==> src/rtl/wfs_params.svh <==
`ifndef WFS_PARAMS_SVH
`define WFS_PARAMS_SVH
`define WFS_ST_W        3
`define WFS_RST_VAL     1'b0
`define WFS_SUP_W       3
`define WFS_SUP_WWD     0
`define WFS_SUP_FWD     1
`define WFS_SUP_ERR     2
`endif

==> src/rtl/wfs_pkg.sv <==
`include "wfs_params.svh"
package wfs_pkg;
    // one-hot codes; OTHER covers the states kept elsewhere
    typedef enum logic [`WFS_ST_W-1:0] {
        WFS_OTHER    = 3'b001,
        WFS_WAKE     = 3'b010,
        WFS_FAILSAFE = 3'b100
    } wfs_state_t;
endpackage : wfs_pkg

==> src/rtl/wfs_ctrl.sv <==
`include "wfs_params.svh"
module wfs_ctrl (
    input  wire logic         mclk_i,
    input  wire logic         reset_i,
    input  wire logic         in_sleep_i,
    input  wire logic         in_normal_i,
    input  wire logic         micro_supply_regulator_overcurrent_i,
    input  wire logic         wake_edge_input_i,
    input  wire logic         wake_level_input_i,
    input  wire logic         analog_builtin_self_test_i,
    input  wire logic         severe_failure_i,
    input  wire logic         spi_cs_n_i,
    input  wire logic         cmd_valid_i,
    input  wire logic         wake_request_command_i,
    input  wire logic         sleep_request_i,
    input  wire logic         standby_request_i,
    input  wire logic         cmd_standby_regulator_i,
    input  wire logic         cmd_comm_supply_regulator_i,
    input  wire logic         cmd_volt_ref_i,
    input  wire logic [1:0]   cmd_tracker_supplies_i,
    input  wire logic [2:0]   cmd_supervision_i,
    input  wire logic         cmd_set_regs_i,
    input  wire logic         cmd_set_sup_i,
    input  wire logic         normal_comm_i,
    input  wire logic         normal_volt_ref_i,
    input  wire logic [1:0]   normal_trackers_i,
    input  wire logic [2:0]   normal_supervision_i,
    input  wire logic         boost_select_pin_i,
    input  wire logic         vin_low_i,
    input  wire logic         core_adjust_select_pin_i,
    input  wire logic         power_seq_i,
    output logic              wfs_wake_o,
    output logic              wfs_failsafe_o,
    output logic              wake_irq_o,
    output logic              to_sleep_o,
    output logic              to_standby_o,
    output logic              standby_regulator_o,
    output logic              pre_regulator_buck_o,
    output logic              pre_regulator_boost_o,
    output logic              micro_supply_regulator_o,
    output logic              comm_supply_regulator_o,
    output logic              volt_ref_o,
    output logic [1:0]        tracker_supplies_o,
    output logic              core_adjust_o,
    output logic              wake_timer_en_o,
    output logic [2:0]        supervision_en_o,
    output logic              reset_out_o,
    output logic              safe_state_out_first_o,
    output logic              safe_state_out_second_o,
    output logic              safe_state_control_o
);
    import wfs_pkg::*;

    logic [1:0] cs_sync_q;
    logic [1:0] evt_a_q, evt_b_q, evt_c_q, evt_d_q;
    logic [1:0] bst_q, vin_q, sec_q;
    logic       cs_prev_q;
    logic       cs_rise;
    logic       cmd_armed_q;
    logic       go_wake, go_sleep, go_stby, wake_evt;
    wfs_state_t state_q, state_d;
    logic       core_adj_q;

    // pins from outside the clock pass two flops first
    always_ff @(posedge mclk_i) begin
        if (reset_i) begin
            cs_sync_q <= 2'h3;
            evt_a_q   <= 2'h0;
            evt_b_q   <= 2'h0;
            evt_c_q   <= 2'h0;
            evt_d_q   <= 2'h0;
            bst_q     <= 2'h0;
            vin_q     <= 2'h0;
            sec_q     <= 2'h0;
            cs_prev_q <= 1'b1;
        end else begin
            cs_sync_q <= {cs_sync_q[0], spi_cs_n_i};
            evt_a_q   <= {evt_a_q[0], wake_edge_input_i};
            evt_b_q   <= {evt_b_q[0], wake_level_input_i};
            evt_c_q   <= {evt_c_q[0], micro_supply_regulator_overcurrent_i};
            evt_d_q   <= {evt_d_q[0], severe_failure_i};
            bst_q     <= {bst_q[0], boost_select_pin_i};
            vin_q     <= {vin_q[0], vin_low_i};
            sec_q     <= {sec_q[0], core_adjust_select_pin_i};
            cs_prev_q <= cs_sync_q[1];
        end
    end

    assign cs_rise = cs_sync_q[1] & ~cs_prev_q;

    // a command is held until the frame closes
    always_ff @(posedge mclk_i) begin
        if (reset_i) begin
            cmd_armed_q <= 1'b0;
        end else if (cmd_valid_i) begin
            // a new frame's command outlives the old frame's close
            cmd_armed_q <= 1'b1;
        end else if (cs_rise) begin
            cmd_armed_q <= 1'b0;
        end
    end

    assign go_wake  = cs_rise & cmd_armed_q & wake_request_command_i;
    assign go_sleep = cs_rise & cmd_armed_q & sleep_request_i;
    assign go_stby  = cs_rise & cmd_armed_q & standby_request_i;

    assign wake_evt = in_sleep_i & (evt_a_q[1] | evt_b_q[1] | evt_c_q[1] | go_wake);

    always_comb begin
        state_d = state_q;
        unique case (state_q)
            WFS_OTHER: begin
                if (wake_evt || (in_normal_i && analog_builtin_self_test_i)) begin
                    state_d = WFS_WAKE;
                end
            end
            WFS_WAKE: begin
                if (go_sleep || go_stby) begin
                    state_d = WFS_OTHER;
                end
            end
            WFS_FAILSAFE: begin
                state_d = WFS_FAILSAFE;
            end
            default: begin
                state_d = WFS_FAILSAFE;
            end
        endcase
        if (evt_d_q[1]) begin
            state_d = WFS_FAILSAFE;
        end
    end

    always_ff @(posedge mclk_i) begin
        if (reset_i) begin
            state_q <= WFS_OTHER;
        end else begin
            state_q <= state_d;
        end
    end

    always_ff @(posedge mclk_i) begin
        if (reset_i) begin
            core_adj_q <= 1'b0;
        end else if (power_seq_i) begin
            core_adj_q <= sec_q[1];
        end
    end

    // status and handoff pulses
    always_ff @(posedge mclk_i) begin
        if (reset_i) begin
            wfs_wake_o     <= 1'b0;
            wfs_failsafe_o <= 1'b0;
            wake_irq_o     <= 1'b0;
            to_sleep_o     <= 1'b0;
            to_standby_o   <= 1'b0;
        end else begin
            wfs_wake_o     <= state_d == WFS_WAKE;
            wfs_failsafe_o <= state_d == WFS_FAILSAFE;
            wake_irq_o     <= state_d == WFS_WAKE && state_q != WFS_WAKE;
            to_sleep_o     <= state_q == WFS_WAKE && state_d == WFS_OTHER && go_sleep;
            to_standby_o   <= state_q == WFS_WAKE && state_d == WFS_OTHER && !go_sleep;
        end
    end

    // supply and supervision settings; outside wake/failsafe they hold
    always_ff @(posedge mclk_i) begin
        if (reset_i) begin
            standby_regulator_o      <= 1'b0;
            pre_regulator_buck_o     <= 1'b0;
            pre_regulator_boost_o    <= 1'b0;
            micro_supply_regulator_o <= 1'b0;
            comm_supply_regulator_o  <= 1'b0;
            volt_ref_o               <= 1'b0;
            tracker_supplies_o       <= 2'h0;
            core_adjust_o            <= 1'b0;
            wake_timer_en_o          <= 1'b0;
            supervision_en_o         <= 3'h0;
            reset_out_o              <= `WFS_RST_VAL;
            safe_state_out_first_o   <= 1'b0;
            safe_state_out_second_o  <= 1'b0;
            safe_state_control_o     <= 1'b0;
        end else if (state_d == WFS_FAILSAFE) begin
            standby_regulator_o      <= 1'b0;
            pre_regulator_buck_o     <= 1'b0;
            pre_regulator_boost_o    <= 1'b0;
            micro_supply_regulator_o <= 1'b0;
            comm_supply_regulator_o  <= 1'b0;
            volt_ref_o               <= 1'b0;
            tracker_supplies_o       <= 2'h0;
            core_adjust_o            <= 1'b0;
            wake_timer_en_o          <= 1'b0;
            supervision_en_o         <= 3'h0;
            reset_out_o              <= 1'b0;
            safe_state_out_first_o   <= 1'b0;
            safe_state_out_second_o  <= 1'b0;
            safe_state_control_o     <= 1'b0;
        end else if (state_d == WFS_WAKE) begin
            if (cmd_set_regs_i) begin
                standby_regulator_o <= cmd_standby_regulator_i;
            end
            pre_regulator_buck_o     <= 1'b1;
            pre_regulator_boost_o    <= bst_q[1] & vin_q[1];
            micro_supply_regulator_o <= 1'b1;
            core_adjust_o            <= core_adj_q;
            if (state_q != WFS_WAKE) begin
                comm_supply_regulator_o <= normal_comm_i;
                volt_ref_o              <= normal_volt_ref_i;
                tracker_supplies_o      <= normal_trackers_i;
                supervision_en_o        <= normal_supervision_i;
            end else begin
                if (cmd_set_regs_i) begin
                    comm_supply_regulator_o <= cmd_comm_supply_regulator_i;
                    volt_ref_o              <= cmd_volt_ref_i;
                    tracker_supplies_o      <= cmd_tracker_supplies_i;
                end
                if (cmd_set_sup_i) begin
                    supervision_en_o <= cmd_supervision_i;
                end
            end
            wake_timer_en_o         <= 1'b0;
            reset_out_o             <= 1'b1;
            safe_state_out_first_o  <= 1'b0;
            safe_state_out_second_o <= 1'b0;
            safe_state_control_o    <= 1'b0;
        end
    end

    a_wake_irq: assert property (@(posedge mclk_i) disable iff (reset_i)
        (state_q != WFS_WAKE && state_d == WFS_WAKE) |=> wake_irq_o)
        else $error("no irq on wake entry");
    a_wake_safe: assert property (@(posedge mclk_i) disable iff (reset_i)
        wfs_wake_o |-> !safe_state_out_first_o && !safe_state_out_second_o
            && !safe_state_control_o)
        else $error("safe output high in wake");
    a_wake_timer: assert property (@(posedge mclk_i) disable iff (reset_i)
        wfs_wake_o |-> !wake_timer_en_o)
        else $error("wake timer on in wake");
    a_wake_reset: assert property (@(posedge mclk_i) disable iff (reset_i)
        wfs_wake_o |-> reset_out_o)
        else $error("reset low in wake");
    a_fs_off: assert property (@(posedge mclk_i) disable iff (reset_i)
        wfs_failsafe_o |-> !micro_supply_regulator_o && !pre_regulator_buck_o
            && !standby_regulator_o && !comm_supply_regulator_o
            && tracker_supplies_o == 2'h0 && !volt_ref_o)
        else $error("supply on in failsafe");
    a_fs_sup: assert property (@(posedge mclk_i) disable iff (reset_i)
        wfs_failsafe_o |-> supervision_en_o == 3'h0 && !wake_timer_en_o)
        else $error("supervision on in failsafe");
    a_fs_reset: assert property (@(posedge mclk_i) disable iff (reset_i)
        wfs_failsafe_o |-> !reset_out_o)
        else $error("reset high in failsafe");
    a_fs_safe: assert property (@(posedge mclk_i) disable iff (reset_i)
        wfs_failsafe_o |-> !safe_state_out_first_o && !safe_state_out_second_o
            && !safe_state_control_o)
        else $error("safe output high in failsafe");
    a_sup_restore: assert property (@(posedge mclk_i) disable iff (reset_i)
        (state_q == WFS_OTHER && state_d == WFS_WAKE)
            |=> supervision_en_o == $past(normal_supervision_i))
        else $error("supervision not restored");
    a_cs_gate: assert property (@(posedge mclk_i) disable iff (reset_i)
        (state_q == WFS_WAKE && !cs_rise && !evt_d_q[1]) |=> state_q == WFS_WAKE)
        else $error("wake left without cs rise");
endmodule : wfs_ctrl

==> config.mk <==
export PLATFORM = sky130hd
export DESIGN_NAME = wfs_ctrl
export DESIGN_NICKNAME = d
export VERILOG_FILES = /design/src/rtl/wfs_pkg.sv /design/src/rtl/wfs_ctrl.sv
export VERILOG_INCLUDE_DIRS = /design/src /design/src/rtl
export SDC_FILE = /design/constraint.sdc
export NUM_CORES = 1
export LEC_CHECK = 0
export ABC_AREA = 1
export BUFFER_PORTS_ARGS = -buffer_cell sky130_fd_sc_hd__buf_2
export CORE_ASPECT_RATIO = 0.75
export CORE_MARGIN = 8
export CORE_UTILIZATION = 48
export DETAILED_ROUTE_END_ITERATION = 10
export GPL_ROUTABILITY_DRIVEN = 1
export MAX_ROUTING_LAYER = met4
export PLACE_DENSITY_LB_ADDON = 0.3
export SETUP_SLACK_MARGIN = 0.15
export SYNTH_ARGS = -nofsm -noshare
export SYNTH_HDL_FRONTEND = slang
export SYNTH_SLANG_ARGS = --single-unit
==> constraint.sdc <==
create_clock -name mclk_i -period 1.67 [get_ports mclk_i]
set_input_delay 0.0835 -clock mclk_i [delete_from_list [all_inputs] [get_ports mclk_i]]
set_output_delay 0.0835 -clock mclk_i [all_outputs]
set_load 0.01 [all_outputs]
==> flow_summary.json, run 1 <==
{
  "status": "finished, final reports clean",
  "netlist-cell-type-count": 24,
  "worst_path_dominant_cell_family": "simple AND/OR/NAND/NOR gates",
  "routed_wl_mm": 3.30,
  "fin_setup_tns_ps": 0,
  "synth-seq-cells": 38,
  "layout_worst_path_cycle_share_pct": 82.9,
  "critical-path-top-cell-by-count": "nand2_1",
  "synthCells": 207,
  "grt_usage_pct": 13.1,
  "postSynth.topFlopCell": "dfxtp_1",
  "ioPinCount": 57,
  "cts.path.max_buffers": 2,
  "root_buffer": "clkbuf_8",
  "post-route-drc-count": 0,
  "max_cap_violations": 0,
  "floorplan.initialDensity_pct": 48.9,
  "drive_above_1_share_pct": 29.9,
  "place.detailed.hpwl_mm": 2.42,
  "post_drt_wl_per_cell_um": 10.6,
  "power-per-cell-area_nw_per_um2": 946,
  "grt_setup_unrepaired": "no",
  "placedInstanceArea_sq_um": 1810,
  "synth_largest_area_cell": "dfxtp_1",
  "min_delay_worst_endpoint": "cmd_armed_q$_SDFFE_PP0P_",
  "number_of_instances_on_the_worst_hold_path": 3,
  "first_global_vias": 1267,
  "worst_hold_startpoint": "cmd_valid_i",
  "setup_violations": 0,
  "h-tree-depth": 2,
  "holdCritPathClass": "in2reg",
  "yosys_warnings": 0,
  "io_buffer_count": 52,
  "fp.dieArea_sq_um": 5360,
  "maxClockFrequency_mhz": 723,
  "cp-startpoint": "state_q[0]$_SDFF_PP1_",
  "cts_sinks": 38,
  "ff2ff_path_depth": 9,
  "drt_iter0_drc": 59,
  "r2r_endpoint": "supervision_en_o[0]$_SDFFE_PP0P_",
  "floorplan.die.height_um": 65.5,
  "path_cells": "inv_1 -> nand3_4 -> inv_8 -> o21ai_4 -> inv_4 -> nand4_4 -> nand2_1 -> nand2_1 -> nor2_1",
  "drt-pass1-iter-count": 4,
  "antenna_cells_inserted": 0,
  "globalRouteOverflowTotal": 0,
  "number_of_antenna_violations_at_the_first_check_in_global_routing": 0,
  "worstPathArrival_ps": 1610,
  "critPathMaxFanout": 12,
  "seq_area_frac_synth_pct": 48.6,
  "cell_area_after_layout_sq_um": 2030,
  "vdd_ir_drop_max_uv": 683,
  "grt_start_max_net_pins": 26,
  "synth_top_area_share_pct": 48.6,
  "detailroute.via_count": 1357,
  "grt_pass1_wl_mm": 5.35,
  "synthArstFlopShare_pct": 0,
  "clock_insertion_delay_worst_skew_ps": 290,
  "cp_max_delay_cell": "dfxtp_1",
  "timing.critical_path.required_ps": 1890,
  "syn2layout_area_growth_pct": 29.4,
  "reg2reg_setup_slack_ps": 290,
  "syn_area_sq_um": 1570,
  "synth_edf_count": 0,
  "power.static_leakage_nw": 1.07,
  "x_dimension_of_the_die_um": 81.9,
  "finalHoldViolations": 0,
  "clk_pin_slew_ps": 70,
  "reg.largest.list": "state_q (3), supervision_en_o (3)",
  "viasPerCell": 4.36,
  "fp.coreArea_sq_um": 3200,
  "cts_made_buffers": 5,
  "worst_clock_skew_ps": 4.21,
  "setup.worst_path.class": "reg2reg",
  "gpl.final_weighted_congestion": 0.841,
  "endpoint_kind": "register",
  "synth_area_leaders": "dfxtp_1 49%, nand2_1 13%, nor2_1 9.8%",
  "max_stage_delay_ps": 300,
  "avgSynthCellArea_sq_um": 7.56,
  "critPathLaunchType": "register",
  "timing_max_transition_violations_final": 0,
  "std_cell_rows": 18,
  "ant_nets": 0,
  "fin_crit_ps": 1380,
  "clock_tree_from_tritoncts": "yes",
  "worstPathBufferInverterCount": 3,
  "net_count_of_the_finished_layout": 305,
  "worstReg2RegStart": "state_q[0]$_SDFF_PP1_"
}
==> per-layer routing <==
metal / GRT usage (%) / share of wire [%]
met3: 5.86 / 8.6
met2: 20.4 / 46
met1: 15.4 / 44
met4: 2.62 / 1.0
met5: - / 0
==> logic make-up (layout without fill, tap and decap cells) <==
logic type / Yosys count / in the layout / share of synthesized area, %
other cells: 1 / 4 / 0.240
simple gates: 115 / 115 / 34.1
buf+inv: 46 / 107 / 13.7
compound gates: 7 / 7 / 3.36
flops: 38 / 38 / 48.6
==> worst max-delay path by stage <==
stage                                                       to  slack [ps]  cells past startpoint
final                         supervision_en_o[0]$_SDFFE_PP0P_         290                      9
after global routing                   volt_ref_o$_SDFFE_PP0P_         160                      9
after CTS                   pre_regulator_boost_o$_SDFFE_PP0N_         160                      7
after detailed placement            core_adjust_o$_SDFFE_PP0N_         180                      7
after global placement              core_adjust_o$_SDFFE_PP0N_         220                      7
after floorplan           comm_supply_regulator_o$_SDFFE_PP0P_         440                      7
==> stage by stage <==
step / total power [mW] / hold slack [ps] / std cells / setup slack [ps] / utilization (%)
3_3_place_gp: 1.27 / 269 / 292 / 225 / 56.7
3_5_place_dp: 1.27 / 269 / 292 / 175 / 56.7
4_1_cts: 1.93 / 3.97 / 309 / 161 / 62.4
6_report: 1.92 / 7.36 / 311 / 286 / 63.3
2_1_floorplan: 1.19 / 177 / 210 / 435 / -
5_1_grt: 2.02 / 7.44 / 311 / 158 / 63.3
==> placed cells by master (no fill, tap or decap), drive strengths merged <==
| master | n |
|---|---|
| inv | 36 |
| clkinv | 1 |
| a21oi | 3 |
| nand4 | 6 |
| buf | 54 |
| clkinvlp | 1 |
| dfxtp | 38 |
| nor3 | 3 |
| nand3 | 3 |
| nor2 | 42 |
| dlygate4sd3 | 9 |
| conb | 4 |
| o21a | 1 |
| nand2 | 56 |
| o21ai | 3 |
| or2 | 5 |
| clkbuf | 6 |
==> worst register-to-register path, cell delays in order (launching register included) <==
cell	delay [ps]
dfxtp_1	300
inv_1	130
nand3_4	160
inv_8	140
o21ai_4	100
inv_4	110
nand4_4	140
nand2_1	100
nand2_1	60
nor2_1	90
==> what timing repair did <==
action                                  4_1_cts  5_1_grt
hold buffers                                  9        0
endpoints found under the hold margin         9        0
endpoints found under the setup margin        0       11
setup buffers                                 0        2
gates resized for setup                       0        5
==> synth_stat cells, types with 2 or more instances <==
| cell type | number |
|---|---|
| dfxtp_1 | 38 |
| a21oi_1 | 3 |
| nand4_1 | 4 |
| nor2_1 | 41 |
| nand2_1 | 54 |
| nand4_4 | 2 |
| buf_6 | 2 |
| nor3_1 | 2 |
| clkbuf_1 | 2 |
| inv_1 | 34 |
| buf_4 | 6 |
| inv_4 | 2 |
| or2_2 | 5 |
| nand2_2 | 2 |
==> where the power goes <==
| part | internal (mW) | leakage (nW) | total, mW | switching (mW) |
|---|---|---|---|---|
| clock | 0.331 | 0.0472 | 0.644 | 0.312 |
| sequential | 0.954 | 0.312 | 0.974 | 0.0197 |
| combinational | 0.126 | 0.710 | 0.300 | 0.174 |
==> layout make-up <==
| class | instances | area, sq um |
|---|---|---|
| Multi-Input combinational cell | 126 | 608 |
| Clock buffer | 6 | 82.6 |
| Sequential cell | 38 | 762 |
| Fill cell | 296 | 1170 |
| Inverter | 36 | 145 |
| Clock inverter | 2 | 12.5 |
| Timing Repair Buffer | 63 | 365 |
| Tap cell | 40 | 50.0 |
(Power assumes the default switching activity.)
==> run 2, diff against run 1 <==
==> constraint.sdc (replaced) <==
create_clock -name mclk_i -period 1.3 [get_ports mclk_i]
set_input_delay 0.065 -clock mclk_i [delete_from_list [all_inputs] [get_ports mclk_i]]
set_output_delay 0.065 -clock mclk_i [all_outputs]
set_load 0.01 [all_outputs]
==> flow_summary.json, run 2 (synthesized netlist as in run 1, its figures left out) <==
{
  "layout_commonest_cell": "buf_2",
  "detailroute.via_count": 1354,
  "reg.largest.list": "state_q (3), supervision_en_o (3)",
  "timing.critical_path.required_ps": 1480,
  "drive_above_1_share_pct": 36.7,
  "viasPerCell": 4.22,
  "fp.dieArea_sq_um": 5360,
  "h-tree-depth": 2,
  "grt_start_max_net_pins": 19,
  "r2r_endpoint": "volt_ref_o$_SDFFE_PP0P_",
  "net_count_of_the_finished_layout": 315,
  "endpoint_kind": "register",
  "cts_made_buffers": 5,
  "max_cap_violations": 0,
  "timing.final.ws_setup_ps": -17.9,
  "holdCritPathClass": "in2reg",
  "layout.core_utilization_pct": 67.8,
  "ioPinCount": 57,
  "grt_pass1_wl_mm": 4.89,
  "design_power_total_mw": 2.53,
  "cts_sinks": 38,
  "finalHoldViolations": 0,
  "timing_max_transition_violations_final": 0,
  "fin_setup_tns_ps": -44.9,
  "setup.worst_path.class": "reg2reg",
  "power-per-cell-area_nw_per_um2": 1170,
  "floorplan.die.height_um": 65.5,
  "ant_nets": 0,
  "post-route-drc-count": 0,
  "cp-startpoint": "state_q[0]$_SDFF_PP1_",
  "cts.path.max_buffers": 2,
  "drt-pass1-iter-count": 4,
  "floorplan.initialDensity_pct": 48.9,
  "reg2reg_setup_slack_ps": -20,
  "first_global_vias": 1150,
  "power.static_leakage_nw": 1.12,
  "grt_usage_pct": 12.2,
  "std_cell_rows": 18,
  "status": "complete, but fails checks",
  "worst_setup_ep": "volt_ref_o$_SDFFE_PP0P_",
  "worstPathArrival_ps": 1500,
  "ff2ff_path_depth": 8,
  "worst_clock_skew_ps": 3.97,
  "place.detailed.hpwl_mm": 2.43,
  "number_of_antenna_violations_at_the_first_check_in_global_routing": 0,
  "routed_wl_mm": 3.33,
  "vdd_ir_drop_max_uv": 658,
  "maxClockFrequency_mhz": 759,
  "root_buffer": "clkbuf_8",
  "clock_tree_from_tritoncts": "yes",
  "clk_pin_slew_ps": 70,
  "layout_worst_path_cycle_share_pct": 101,
  "grt_setup_unrepaired": "yes",
  "setup_violations": 4,
  "clock_insertion_delay_worst_skew_ps": 280,
  "x_dimension_of_the_die_um": 81.9,
  "most-common-layout-cells": "52 x buf_2, 50 x nand2_1, 36 x nor2_1",
  "fillCellCount": 272,
  "violations_in_the_final_reports": "setup timing",
  "detailedPlace.worstSlack_ps": 22.6,
  "critPathLaunchType": "register",
  "gpl.final_weighted_congestion": 0.846,
  "globalRouteOverflowTotal": 0,
  "antenna_cells_inserted": 0,
  "drt_iter0_drc": 35,
  "post_drt_wl_per_cell_um": 10.4,
  "syn2layout_area_growth_pct": 38.4,
  "fin_crit_ps": 1320,
  "io_buffer_count": 52,
  "critPathMaxFanout": 8,
  "worstReg2RegStart": "state_q[0]$_SDFF_PP1_",
  "fp.coreArea_sq_um": 3200
}
==> run 2: report_power, final <==
group          switching, mW  total (mW)  internal, mW
sequential            0.0265        1.25          1.23
clock                  0.385       0.812         0.427
combinational          0.254       0.462         0.209
total                  0.665        2.53          1.86
==> run 2: per-layer routing <==
metal	GRT usage [%]	vias to the layer above	part of all wire, %	wire length (um)
met4	6.55	0	1.4	45
met5	-	-	0	0
met2	18.1	32	45	1500
met3	4.22	4	5.6	185
met1	14.3	572	48	1610
li1	-	746	-	-
==> run 2: final cells by class <==
type	count	area (sq um)	area share, %
clock inverter	1	5.00	0.231
sequential	38	764	35.3
timing repair buffer	73	450	20.8
tap	40	50.0	2.31
inverter	36	143	6.58
clock buffer	7	86.3	3.98
multi-input combinational	126	668	30.8
==> run 2: critical path: stages (launching register included) <==
cell and delay (ps):
dfxtp_2 330, inv_2 60, nor3_4 260, buf_6 150, nand3_4 100, nand4_4 160
nand2_1 60, nand2_1 60, nor2_1 40
==> run 2: per-stage QoR <==
| step | cells | hold WS, ps | instance area, sq um |
|---|---|---|---|
| 2_1_floorplan | 210 | 158 | 1590 |
| 3_3_place_gp | 299 | 250 | 1880 |
| 4_1_cts | 318 | 30.9 | 2080 |
| 6_report | 321 | 36.2 | 2170 |
| 5_1_grt | 321 | 56.5 | 2170 |
| 3_5_place_dp | 299 | 255 | 1880 |
==> run 2: how the worst min path moves through the flow <==
stage / start / endpoint / depth (start not counted)
floorplan: power_seq_i / core_adj_q$_SDFFE_PP0P_ / 1
finish: sleep_request_i / to_sleep_o$_SDFF_PP0_ / 3
global route: sleep_request_i / to_sleep_o$_SDFF_PP0_ / 3
detailed placement: spi_cs_n_i / cs_sync_q[0]$_SDFF_PP1_ / 2
global placement: spi_cs_n_i / cs_sync_q[0]$_SDFF_PP1_ / 2
CTS: sleep_request_i / to_sleep_o$_SDFF_PP0_ / 3
==> run 2: timing repair <==
item / 4_1_cts / 5_1_grt
resized for setup: 1 / 17
endpoints found under the setup margin: 11 / 17
pin swaps: 0 / 5
hold buffers: 10 / 0
buffers inserted: 1 / 3
hold endpoints to repair: 10 / 0
